$ cat src/lud_consts.vh
// constants for the lin/uart data buffer block
// assumes 8-bit registers on 32-bit avalon words, one word per register
// What this block does
// - checksum mode latched on response command entry
// - buffer reached only via window, 3-bit index
// - index advances per window access when enabled
// - index wraps from 7 to 0
// - frame byte n stored at index n
// - uart mode: single unbuffered data register
// - uart write transmits, read returns last received
// - uart mode ignores buffer select register
// - debugger halt freezes controller and link index
// - soft reset bit self-clears, zero does nothing
// - version bit: 0 enhanced 2.1, 1 classic 1.3
// - command 010 rx response, 011 tx response
`ifndef LUD_CONSTS_VH
`define LUD_CONSTS_VH
// register indices, byte address = index * 4
`define LUD_IDX_CTRL 4'h0
`define LUD_IDX_STAT 4'h1
`define LUD_IDX_IRQEN 4'h2
`define LUD_IDX_ERR 4'h3
`define LUD_IDX_BTR 4'h4
`define LUD_IDX_BRRL 4'h5
`define LUD_IDX_BRRH 4'h6
`define LUD_IDX_DLR 4'h7
`define LUD_IDX_IDR 4'h8
`define LUD_IDX_SEL 4'h9
`define LUD_IDX_DAT 4'hA
`define LUD_IDX_CKS 4'hB
// control fields
`define LUD_CTRL_SWRES 7
`define LUD_CTRL_V13 6
`define LUD_CTRL_ENA 3
`define LUD_CTRL_UART 2
// buffer select fields
`define LUD_SEL_AINC 3
// commands
`define LUD_CMD_RXRSP 3'h2
`define LUD_CMD_TXRSP 3'h3
// reset values
`define LUD_BTR_RST 8'h20
`define LUD_ZERO8 8'h00
// soft reset length in cycles
`define LUD_SWRES_CYC 4'h4
`endif

$ cat src/lud_data_buffer.v
// lin/uart data management: frame buffer, uart data register, control
// assumes avalon-mm master, link engine outside drives the rx/tx strobes
`timescale 1ns/1ps
`default_nettype none
`include "lud_consts.vh"
module lud_data_buffer (
	input  wire        ref_clk,
	input  wire        nrst,
	input  wire [5:0]  avs_address,
	input  wire        avs_read,
	input  wire        avs_write,
	input  wire [31:0] avs_writedata,
	output reg  [31:0] avs_readdata,
	output reg         avs_waitrequest,
	input  wire        dbg_halt,
	input  wire        lnk_rx_valid,
	input  wire [7:0]  lnk_rx_data,
	input  wire        lnk_tx_taken,
	input  wire        lnk_busy,
	input  wire [7:0]  lnk_status,
	input  wire [7:0]  lnk_error,
	output reg         uart_mode_r,
	output reg  [7:0]  control_r,
	output reg  [7:0]  tx_byte_r,
	output reg         tx_load_r,
	output reg  [2:0]  lnk_pos_r,
	output reg  [7:0]  lnk_tx_data_r,
	output reg         cks_enhanced_r,
	output reg         run_en_r,
	output reg         ctl_rst_r
);
	// register file
	reg [7:0] control_reg;
	reg [7:0] irq_enable_reg;
	reg [7:0] bit_timing_reg;
	reg [7:0] baud_divider_low;
	reg [7:0] baud_divider_high;
	reg [7:0] data_length_reg;
	reg [7:0] identifier_reg;
	reg [7:0] buffer_select_reg;
	reg [7:0] uart_rx_r;
	reg [7:0] frame_mem [0:7];
	reg       ack_r;
	reg [7:0] rd_nxt;
	wire      sw_busy;
	wire [3:0] reg_idx;
	wire      acc;
	wire      wr;
	wire      rd;
	wire      is_uart;
	wire [2:0] buffer_index;
	wire      auto_increment_disable;
	wire      sw_start;
	wire      halted;
	wire [2:0] cmd_new;
	wire      cmd_wr;

	// word address decode; byte address bits 1:0 ignored
	assign reg_idx = avs_address[5:2];
	assign acc = (avs_read | avs_write) & ~ack_r;
	assign wr = avs_write & ~ack_r;
	assign rd = avs_read & ~ack_r;
	assign is_uart = control_reg[`LUD_CTRL_UART];
	assign buffer_index = buffer_select_reg[2:0];
	assign auto_increment_disable = buffer_select_reg[`LUD_SEL_AINC];
	assign halted = dbg_halt;
	assign cmd_wr = wr && (reg_idx == `LUD_IDX_CTRL);
	assign cmd_new = avs_writedata[2:0];
	assign sw_start = cmd_wr & avs_writedata[`LUD_CTRL_SWRES];

	// index step with wrap, used for reads and writes
	function [2:0] next_index;
		input [2:0] cur;
		begin
			next_index = cur + 3'h1;
		end
	endfunction

	lud_sreset u_sreset (
		.ref_clk(ref_clk),
		.nrst   (nrst),
		.start  (sw_start),
		.busy_r (sw_busy)
	);

	// one wait state: ack on second cycle of every access
	always @(posedge ref_clk) begin
		if (!nrst) begin
			ack_r           <= 1'b0;
			avs_waitrequest <= 1'b1;
		end else begin
			ack_r           <= acc;
			avs_waitrequest <= ~acc;
		end
	end

	// read mux, unmapped indices read zero
	always @* begin
		rd_nxt = `LUD_ZERO8;
		case (reg_idx)
		`LUD_IDX_CTRL:  rd_nxt = control_reg;
		`LUD_IDX_STAT:  rd_nxt = lnk_status;
		`LUD_IDX_IRQEN: rd_nxt = {4'h0, irq_enable_reg[3:0]};
		`LUD_IDX_ERR:   rd_nxt = lnk_error;
		`LUD_IDX_BTR:   rd_nxt = bit_timing_reg;
		`LUD_IDX_BRRL:  rd_nxt = baud_divider_low;
		`LUD_IDX_BRRH:  rd_nxt = {4'h0, baud_divider_high[3:0]};
		`LUD_IDX_DLR:   rd_nxt = data_length_reg;
		`LUD_IDX_IDR:   rd_nxt = identifier_reg;
		`LUD_IDX_SEL:   rd_nxt = {4'h0, buffer_select_reg[3:0]};
		`LUD_IDX_DAT:   rd_nxt = is_uart ? uart_rx_r : frame_mem[buffer_index];
		`LUD_IDX_CKS:   rd_nxt = {7'h00, cks_enhanced_r};
		default:        rd_nxt = `LUD_ZERO8;
		endcase
	end

	// read data registered with the ack
	always @(posedge ref_clk) begin
		if (!nrst)
			avs_readdata <= 32'h0000_0000;
		else if (rd)
			avs_readdata <= {24'h000000, rd_nxt};
	end

	// register writes; soft reset restores defaults
	always @(posedge ref_clk) begin
		if (!nrst || sw_busy) begin
			control_reg       <= `LUD_ZERO8;
			irq_enable_reg    <= `LUD_ZERO8;
			bit_timing_reg    <= `LUD_BTR_RST;
			baud_divider_low  <= `LUD_ZERO8;
			baud_divider_high <= `LUD_ZERO8;
			data_length_reg   <= `LUD_ZERO8;
			identifier_reg    <= `LUD_ZERO8;
			buffer_select_reg <= `LUD_ZERO8;
		end else begin
			if (wr) begin
				case (reg_idx)
				`LUD_IDX_CTRL:  control_reg <= avs_writedata[7:0];
				`LUD_IDX_IRQEN: irq_enable_reg <= {4'h0, avs_writedata[3:0]};
				`LUD_IDX_BTR:   bit_timing_reg <= avs_writedata[7:0];
				`LUD_IDX_BRRL:  baud_divider_low <= avs_writedata[7:0];
				`LUD_IDX_BRRH:  baud_divider_high <= {4'h0, avs_writedata[3:0]};
				`LUD_IDX_DLR:   if (!is_uart) data_length_reg <= avs_writedata[7:0];
				`LUD_IDX_IDR:   identifier_reg <= {2'h0, avs_writedata[5:0]};
				`LUD_IDX_SEL:   buffer_select_reg <= {4'h0, avs_writedata[3:0]};
				default:        ;
				endcase
			end
			// index steps after window access in lin mode only
			if (acc && reg_idx == `LUD_IDX_DAT && !is_uart && !auto_increment_disable &&
			    !(wr && reg_idx == `LUD_IDX_SEL))
				buffer_select_reg[2:0] <= next_index(buffer_index);
		end
	end

	// frame buffer: software window and link side share the array
	always @(posedge ref_clk) begin
		if (wr && reg_idx == `LUD_IDX_DAT && !is_uart)
			frame_mem[buffer_index] <= avs_writedata[7:0];
		else if (nrst && lnk_rx_valid && !is_uart && !halted && !sw_busy)
			frame_mem[lnk_pos_r] <= lnk_rx_data;
	end

	// link position: restarts at index 0 for every response
	always @(posedge ref_clk) begin
		if (!nrst || sw_busy) begin
			lnk_pos_r     <= 3'h0;
			lnk_tx_data_r <= `LUD_ZERO8;
		end else if (cmd_wr && (cmd_new == `LUD_CMD_RXRSP || cmd_new == `LUD_CMD_TXRSP)) begin
			lnk_pos_r <= 3'h0;
		end else if (!halted && (lnk_rx_valid || lnk_tx_taken)) begin
			lnk_pos_r <= next_index(lnk_pos_r);
		end else begin
			lnk_tx_data_r <= frame_mem[lnk_pos_r];
		end
	end

	// uart single data register, no queue
	always @(posedge ref_clk) begin
		if (!nrst || sw_busy) begin
			uart_rx_r <= `LUD_ZERO8;
			tx_byte_r <= `LUD_ZERO8;
			tx_load_r <= 1'b0;
		end else begin
			tx_load_r <= 1'b0;
			if (is_uart && lnk_rx_valid && !halted)
				uart_rx_r <= lnk_rx_data;
			if (is_uart && wr && reg_idx == `LUD_IDX_DAT) begin
				tx_byte_r <= avs_writedata[7:0];
				tx_load_r <= 1'b1;
			end
		end
	end

	// checksum mode captured when a response command is entered
	always @(posedge ref_clk) begin
		if (!nrst || sw_busy)
			cks_enhanced_r <= 1'b1;
		else if (cmd_wr && avs_writedata[`LUD_CTRL_ENA] &&
		         (cmd_new == `LUD_CMD_RXRSP || cmd_new == `LUD_CMD_TXRSP))
			cks_enhanced_r <= ~avs_writedata[`LUD_CTRL_V13];
	end

	// controller outputs: freeze on halt, hold in reset during sequence
	always @(posedge ref_clk) begin
		if (!nrst) begin
			run_en_r    <= 1'b0;
			ctl_rst_r   <= 1'b1;
			uart_mode_r <= 1'b0;
			control_r   <= `LUD_ZERO8;
		end else begin
			run_en_r    <= ~halted & ~sw_busy & ~sw_start;
			ctl_rst_r   <= sw_busy | sw_start;
			uart_mode_r <= is_uart;
			control_r   <= control_reg;
		end
	end
endmodule // lud_data_buffer
`default_nettype wire

$ cat src/lud_sreset.v
// soft reset sequencer: stretches a start pulse into a fixed busy window
// assumes start is a one-cycle pulse in the ref_clk domain
`timescale 1ns/1ps
`default_nettype none
`include "lud_consts.vh"
module lud_sreset (
	input  wire ref_clk,
	input  wire nrst,
	input  wire start,
	output reg  busy_r
);
	reg [3:0] cnt_r;
	// count down while busy, drop busy at zero
	always @(posedge ref_clk) begin
		if (!nrst) begin
			busy_r <= 1'b0;
			cnt_r  <= 4'h0;
		end else if (start) begin
			busy_r <= 1'b1;
			cnt_r  <= `LUD_SWRES_CYC;
		end else if (busy_r) begin
			if (cnt_r == 4'h1)
				busy_r <= 1'b0;
			cnt_r <= cnt_r - 4'h1;
		end
	end
endmodule // lud_sreset
`default_nettype wire
$ cat config.mk
export PLATFORM = sky130hd
export DESIGN_NAME = lud_data_buffer
export DESIGN_NICKNAME = d
export VERILOG_FILES = /design/src/lud_data_buffer.v /design/src/lud_sreset.v
export VERILOG_INCLUDE_DIRS = /design/src
export SDC_FILE = /design/constraint.sdc
export NUM_CORES = 1
export LEC_CHECK = 0
export ABC_CLOCK_PERIOD_IN_PS = 4800
export BUFFER_PORTS_ARGS = -buffer_cell sky130_fd_sc_hd__buf_2
export CAP_MARGIN = 20
export CORE_UTILIZATION = 55
export CTS_CLUSTER_DIAMETER = 200
export CTS_CLUSTER_SIZE = 12
export DETAILED_ROUTE_END_ITERATION = 8
export GPL_TIMING_DRIVEN = 0
export PLACE_DENSITY = 0.89
export RECOVER_POWER = 100
export SETUP_SLACK_MARGIN = 0.3
export SKIP_CTS_REPAIR_TIMING = 1
export SYNTH_ARGS = -nofsm -noshare
export SYNTH_HDL_FRONTEND = slang
export SYNTH_SLANG_ARGS = --single-unit
export TNS_END_PERCENT = 50
$ cat constraint.sdc
create_clock -name ref_clk -period 4.8 [get_ports ref_clk]
set_input_delay 0.96 -clock ref_clk [delete_from_list [all_inputs] [get_ports ref_clk]]
set_output_delay 0.96 -clock ref_clk [all_outputs]
set_load 0.02 [all_outputs]
==> metrics.txt <==
# TYPE chip_impl_metric gauge
chip_impl_metric{name="die_width",unit="um"} 123
chip_impl_metric{name="nNetsFinal",unit=""} 893
chip_impl_metric{name="avgSynthCellArea",unit="um2"} 11.6
chip_impl_info{name="timing_worst_setup_path_type",value="input pin to flip-flop"} 1
chip_impl_metric{name="dr_wl_met2",unit="um"} 9990
chip_impl_metric{name="cap_violations",unit=""} 0
chip_impl_metric{name="grt_start_max_net_pins",unit=""} 17
chip_impl_metric{name="post-route-min-period",unit="ns"} 3.67
chip_impl_metric{name="fill_cells",unit=""} 1076
chip_impl_metric{name="first_global_vias",unit=""} 5990
chip_impl_metric{name="firstDrtPassIters",unit=""} 9
chip_impl_metric{name="grtUsageTotal",unit="%"} 31.5
chip_impl_info{name="min_to",value="tx_byte_r[5]$_SDFFE_PP0P_"} 1
chip_impl_info{name="registers.top_by_ff_count",value="frame_mem"} 1
chip_impl_metric{name="ys_seq_area_share",unit="%"} 50.5
chip_impl_metric{name="cts-buffers-inserted",unit=""} 17
chip_impl_info{name="highest-signal-layer",value="met4"} 1
chip_impl_metric{name="worst-r2r-setup-slack",unit="ns"} 1.41
chip_impl_info{name="mostFrequentLayoutCell",value="sky130_fd_sc_hd__dfxtp_1"} 1
chip_impl_metric{name="route.detailed.vias_per_inst",unit=""} 6.26
chip_impl_info{name="clockRootBuffer",value="sky130_fd_sc_hd__clkbuf_16"} 1
chip_impl_metric{name="final_max_slew_viol_count",unit=""} 0
chip_impl_metric{name="route.antenna.remaining_nets",unit=""} 0
chip_impl_metric{name="top_level_ports",unit=""} 135
chip_impl_metric{name="row_count",unit=""} 43
chip_impl_metric{name="report.final.setup_viol",unit=""} 0
chip_impl_metric{name="largest_register_ffs",unit=""} 64
chip_impl_metric{name="worstPathArrival",unit="ns"} 3.72
chip_impl_metric{name="cts.htree.levels",unit=""} 4
chip_impl_metric{name="reg2reg_depth",unit=""} 5
chip_impl_info{name="launch_instance_of_the_worst_register_to_register_path",value="u_sreset.busy_r$_SDFF_PN0_"} 1
chip_impl_metric{name="finalClockSkew",unit="ns"} 0.0118
chip_impl_metric{name="synth_async_sr_flop_share",unit="%"} 0
chip_impl_metric{name="max-vdd-ir-drop",unit="V"} 0.000268
chip_impl_metric{name="worst_skew_pair.late_latency",unit="ns"} 0.44
chip_impl_metric{name="number_of_antenna_violations_at_the_first_check_in_global_routing",unit=""} 0
chip_impl_info{name="final_cell_mix",value="107 x sky130_fd_sc_hd__dfxtp_1, 79 x sky130_fd_sc_hd__nor2_1, 78 x sky130_fd_sc_hd__clkbuf_1"} 1
chip_impl_metric{name="hpwlAfterDp",unit="um"} 15600
chip_impl_metric{name="wl_met3",unit="um"} 2840
chip_impl_metric{name="min_delay_path_depth",unit=""} 2
chip_impl_metric{name="p_leak",unit="nW"} 3.56
chip_impl_info{name="endpoint_kind",value="flip-flop"} 1
chip_impl_info{name="critical_path.startpoint_type",value="input pin"} 1
chip_impl_info{name="synth-main-ff-cell",value="sky130_fd_sc_hd__dfxtp_1"} 1
chip_impl_metric{name="achievable-frequency",unit="MHz"} 273
chip_impl_info{name="holdCritPathClass",value="flip-flop to flip-flop"} 1
chip_impl_metric{name="synth-seq-cells",unit=""} 171
chip_impl_metric{name="timing.slew.headroom",unit="%"} 7.32
chip_impl_metric{name="post_route_cells_drive_above_1_share",unit="%"} 19.1
chip_impl_metric{name="hold_viol",unit=""} 0
chip_impl_metric{name="finalCritPeriodShare",unit="%"} 76.4
chip_impl_metric{name="routed_wirelength",unit="um"} 22600
chip_impl_metric{name="cts-root-to-sink-buffers",unit=""} 2
chip_impl_info{name="violations",value="DRC"} 1
chip_impl_metric{name="syn2layout_area_growth",unit="%"} 14.5
chip_impl_metric{name="multi_input_area",unit="um2"} 3570
chip_impl_metric{name="routed-via-count",unit=""} 6329
chip_impl_info{name="status",value="finished with violations"} 1
chip_impl_info{name="tritoncts",value="built"} 1
chip_impl_metric{name="insertedDiodeCount",unit=""} 0
chip_impl_metric{name="detail_route.iter0.violations",unit=""} 1017
chip_impl_metric{name="yosys_warnings",unit=""} 0
chip_impl_info{name="hold_path_startpoint",value="tx_byte_r[5]$_SDFFE_PP0P_"} 1
chip_impl_metric{name="core",unit="um2"} 14100
chip_impl_metric{name="finalHoldWorstSlack",unit="ns"} 0.471
chip_impl_metric{name="starting_density_of_the_core",unit="%"} 57.1
chip_impl_metric{name="final-seq-area",unit="um2"} 4060
chip_impl_metric{name="post-route-drc-count",unit=""} 1
chip_impl_metric{name="gp_congestion",unit=""} 0.999
chip_impl_metric{name="dieHeight",unit="um"} 123
chip_impl_metric{name="clk_transition_reported_paths",unit="ns"} 0.06
chip_impl_metric{name="worst_ep_required_time",unit="ns"} 4.85
chip_impl_metric{name="worst-slew-pin-transition",unit="ns"} 1.36
chip_impl_metric{name="synthesis.area",unit="um2"} 8060
chip_impl_metric{name="dieArea",unit="um2"} 15100
chip_impl_metric{name="wl_met1",unit="um"} 8970
chip_impl_metric{name="number_of_enable_type_register_cells_in_the_synthesized_netlist",unit=""} 64
chip_impl_metric{name="clkSinkCount",unit=""} 171
chip_impl_metric{name="synthesized_netlist_cell_count",unit=""} 696
chip_impl_info{name="reg2reg_to",value="frame_mem[7][3]$_DFFE_PP_"} 1
chip_impl_metric{name="power_density",unit="nW/um2"} 349
chip_impl_metric{name="grt_overflow",unit=""} 0
chip_impl_metric{name="worstPathMaxFanout",unit=""} 10
chip_impl_metric{name="routed_wl_per_cell",unit="um"} 22.3
chip_impl_metric{name="grt_pass1_wl",unit="um"} 34300
chip_impl_metric{name="yosys.cell_types.count",unit=""} 68
chip_impl_metric{name="finalSetupTns",unit="ns"} 0
chip_impl_info{name="setup_repair_after_global_routing_missed_its_margin",value="no"} 1
chip_impl_metric{name="port_buffers",unit=""} 81
cell usage after synthesis (3+ instances only):
master,count,area (um2)
sky130_fd_sc_hd__a211oi_1,10,75.1
sky130_fd_sc_hd__nand3_1,25,125
sky130_fd_sc_hd__a41oi_1,4,35.0
sky130_fd_sc_hd__dfxtp_1,107,2140
sky130_fd_sc_hd__a32o_1,3,30.0
sky130_fd_sc_hd__buf_2,18,90.1
sky130_fd_sc_hd__a2bb2oi_1,3,26.3
sky130_fd_sc_hd__inv_1,9,33.8
sky130_fd_sc_hd__nand3b_1,9,67.6
sky130_fd_sc_hd__or2_2,4,25.0
sky130_fd_sc_hd__o21ai_0,9,45.0
sky130_fd_sc_hd__a31oi_1,8,50.1
sky130_fd_sc_hd__nor2b_1,13,81.3
sky130_fd_sc_hd__a21oi_1,26,130
sky130_fd_sc_hd__nor2_1,79,297
sky130_fd_sc_hd__nand2b_1,5,31.3
sky130_fd_sc_hd__buf_1,3,11.3
sky130_fd_sc_hd__and2_1,8,50.1
sky130_fd_sc_hd__a22o_1,6,52.6
sky130_fd_sc_hd__ha_1,4,50.1
sky130_fd_sc_hd__nor4b_1,3,26.3
sky130_fd_sc_hd__mux4_2,32,721
sky130_fd_sc_hd__edfxtp_1,64,1920
sky130_fd_sc_hd__mux2_2,22,248
sky130_fd_sc_hd__mux2i_1,69,691
sky130_fd_sc_hd__nor3_1,6,30.0
sky130_fd_sc_hd__a221oi_1,6,52.6
sky130_fd_sc_hd__buf_4,28,210
sky130_fd_sc_hd__nand2_1,41,154
sky130_fd_sc_hd__clkbuf_1,23,86.3
critical path, cell delays in order:
cell	delay, ns
sky130_fd_sc_hd__clkbuf_1	0.26
sky130_fd_sc_hd__nand2b_1	0.17
sky130_fd_sc_hd__a2111oi_0	1.14
sky130_fd_sc_hd__mux2_1	0.42
sky130_fd_sc_hd__nor2_1	0.76
worst max-delay path by stage:
stage | to | slack, ns | start
after detailed placement | frame_mem[0][0]$_DFFE_PP_ | 1.39 | avs_address[5]
final | frame_mem[7][3]$_DFFE_PP_ | 1.13 | nrst
after global placement | frame_mem[0][0]$_DFFE_PP_ | 1.40 | avs_address[5]
after CTS | frame_mem[0][3]$_DFFE_PP_ | 1.77 | avs_address[5]
after floorplan | frame_mem[6][0]$_DFFE_PP_ | 1.92 | avs_address[3]
after global routing | frame_mem[7][3]$_DFFE_PP_ | 0.96 | nrst
metal layers:
layer / up-vias / GRT usage (%)
li1: 2767 / -
met1: 3005 / 43.8
met2: 484 / 46.2
met3: 73 / 7.80
met4: 0 / 14.8
met5: - / 0
where the power goes:
| part | switching (W) | internal [W] | leakage, nW |
|---|---|---|---|
| logic | 0.000200 | 0.000113 | 1.83 |
| registers | 0.0000150 | 0.00153 | 1.44 |
| clock network | 0.000558 | 0.000808 | 0.287 |
cell type report:
type	instances	share of cell area (%)
multi-input combinational	465	38.7
clock inverter	7	0.950
timing repair buffer	81	3.78
buffer	74	4.48
clock buffer	24	5.25
inverter	9	0.366
tap	180	2.44
sequential	171	44.1
per-stage QoR:
| step | cell area (um2) | cells | power, W | utilization (%) | setup WS (ns) |
|---|---|---|---|---|---|
| finish | 9220 | 1011 | 0.00322 | 65.4 | 1.13 |
| global route | 9220 | 1011 | 0.00330 | 65.4 | 0.962 |
| CTS | 9340 | 1011 | 0.00322 | 66.3 | 1.77 |
| detailed placement | 8770 | 980 | 0.00189 | 62.2 | 1.39 |
| global placement | 8770 | 980 | 0.00188 | 62.2 | 1.40 |
| floorplan | 8140 | 719 | 0.00178 | - | 1.92 |
kinds of logic (layout without fill, tap and decap cells):
logic type                 after synthesis  count (layout)  share of synthesized area (%)
AOI/OAI and AO/OA                       98              98                           8.96
xor gates and xnor gates                 4               4                          0.435
adders and majority gates                4               4                          0.621
buffers and inverters                   83             195                           5.64
DFF                                    171             171                           50.5
muxes                                  123             123                           20.6
other                                    1              24                         0.0466
and+or+nand+nor                        212             212                           13.2
Note: power is estimated with default switching activity, not from simulation.
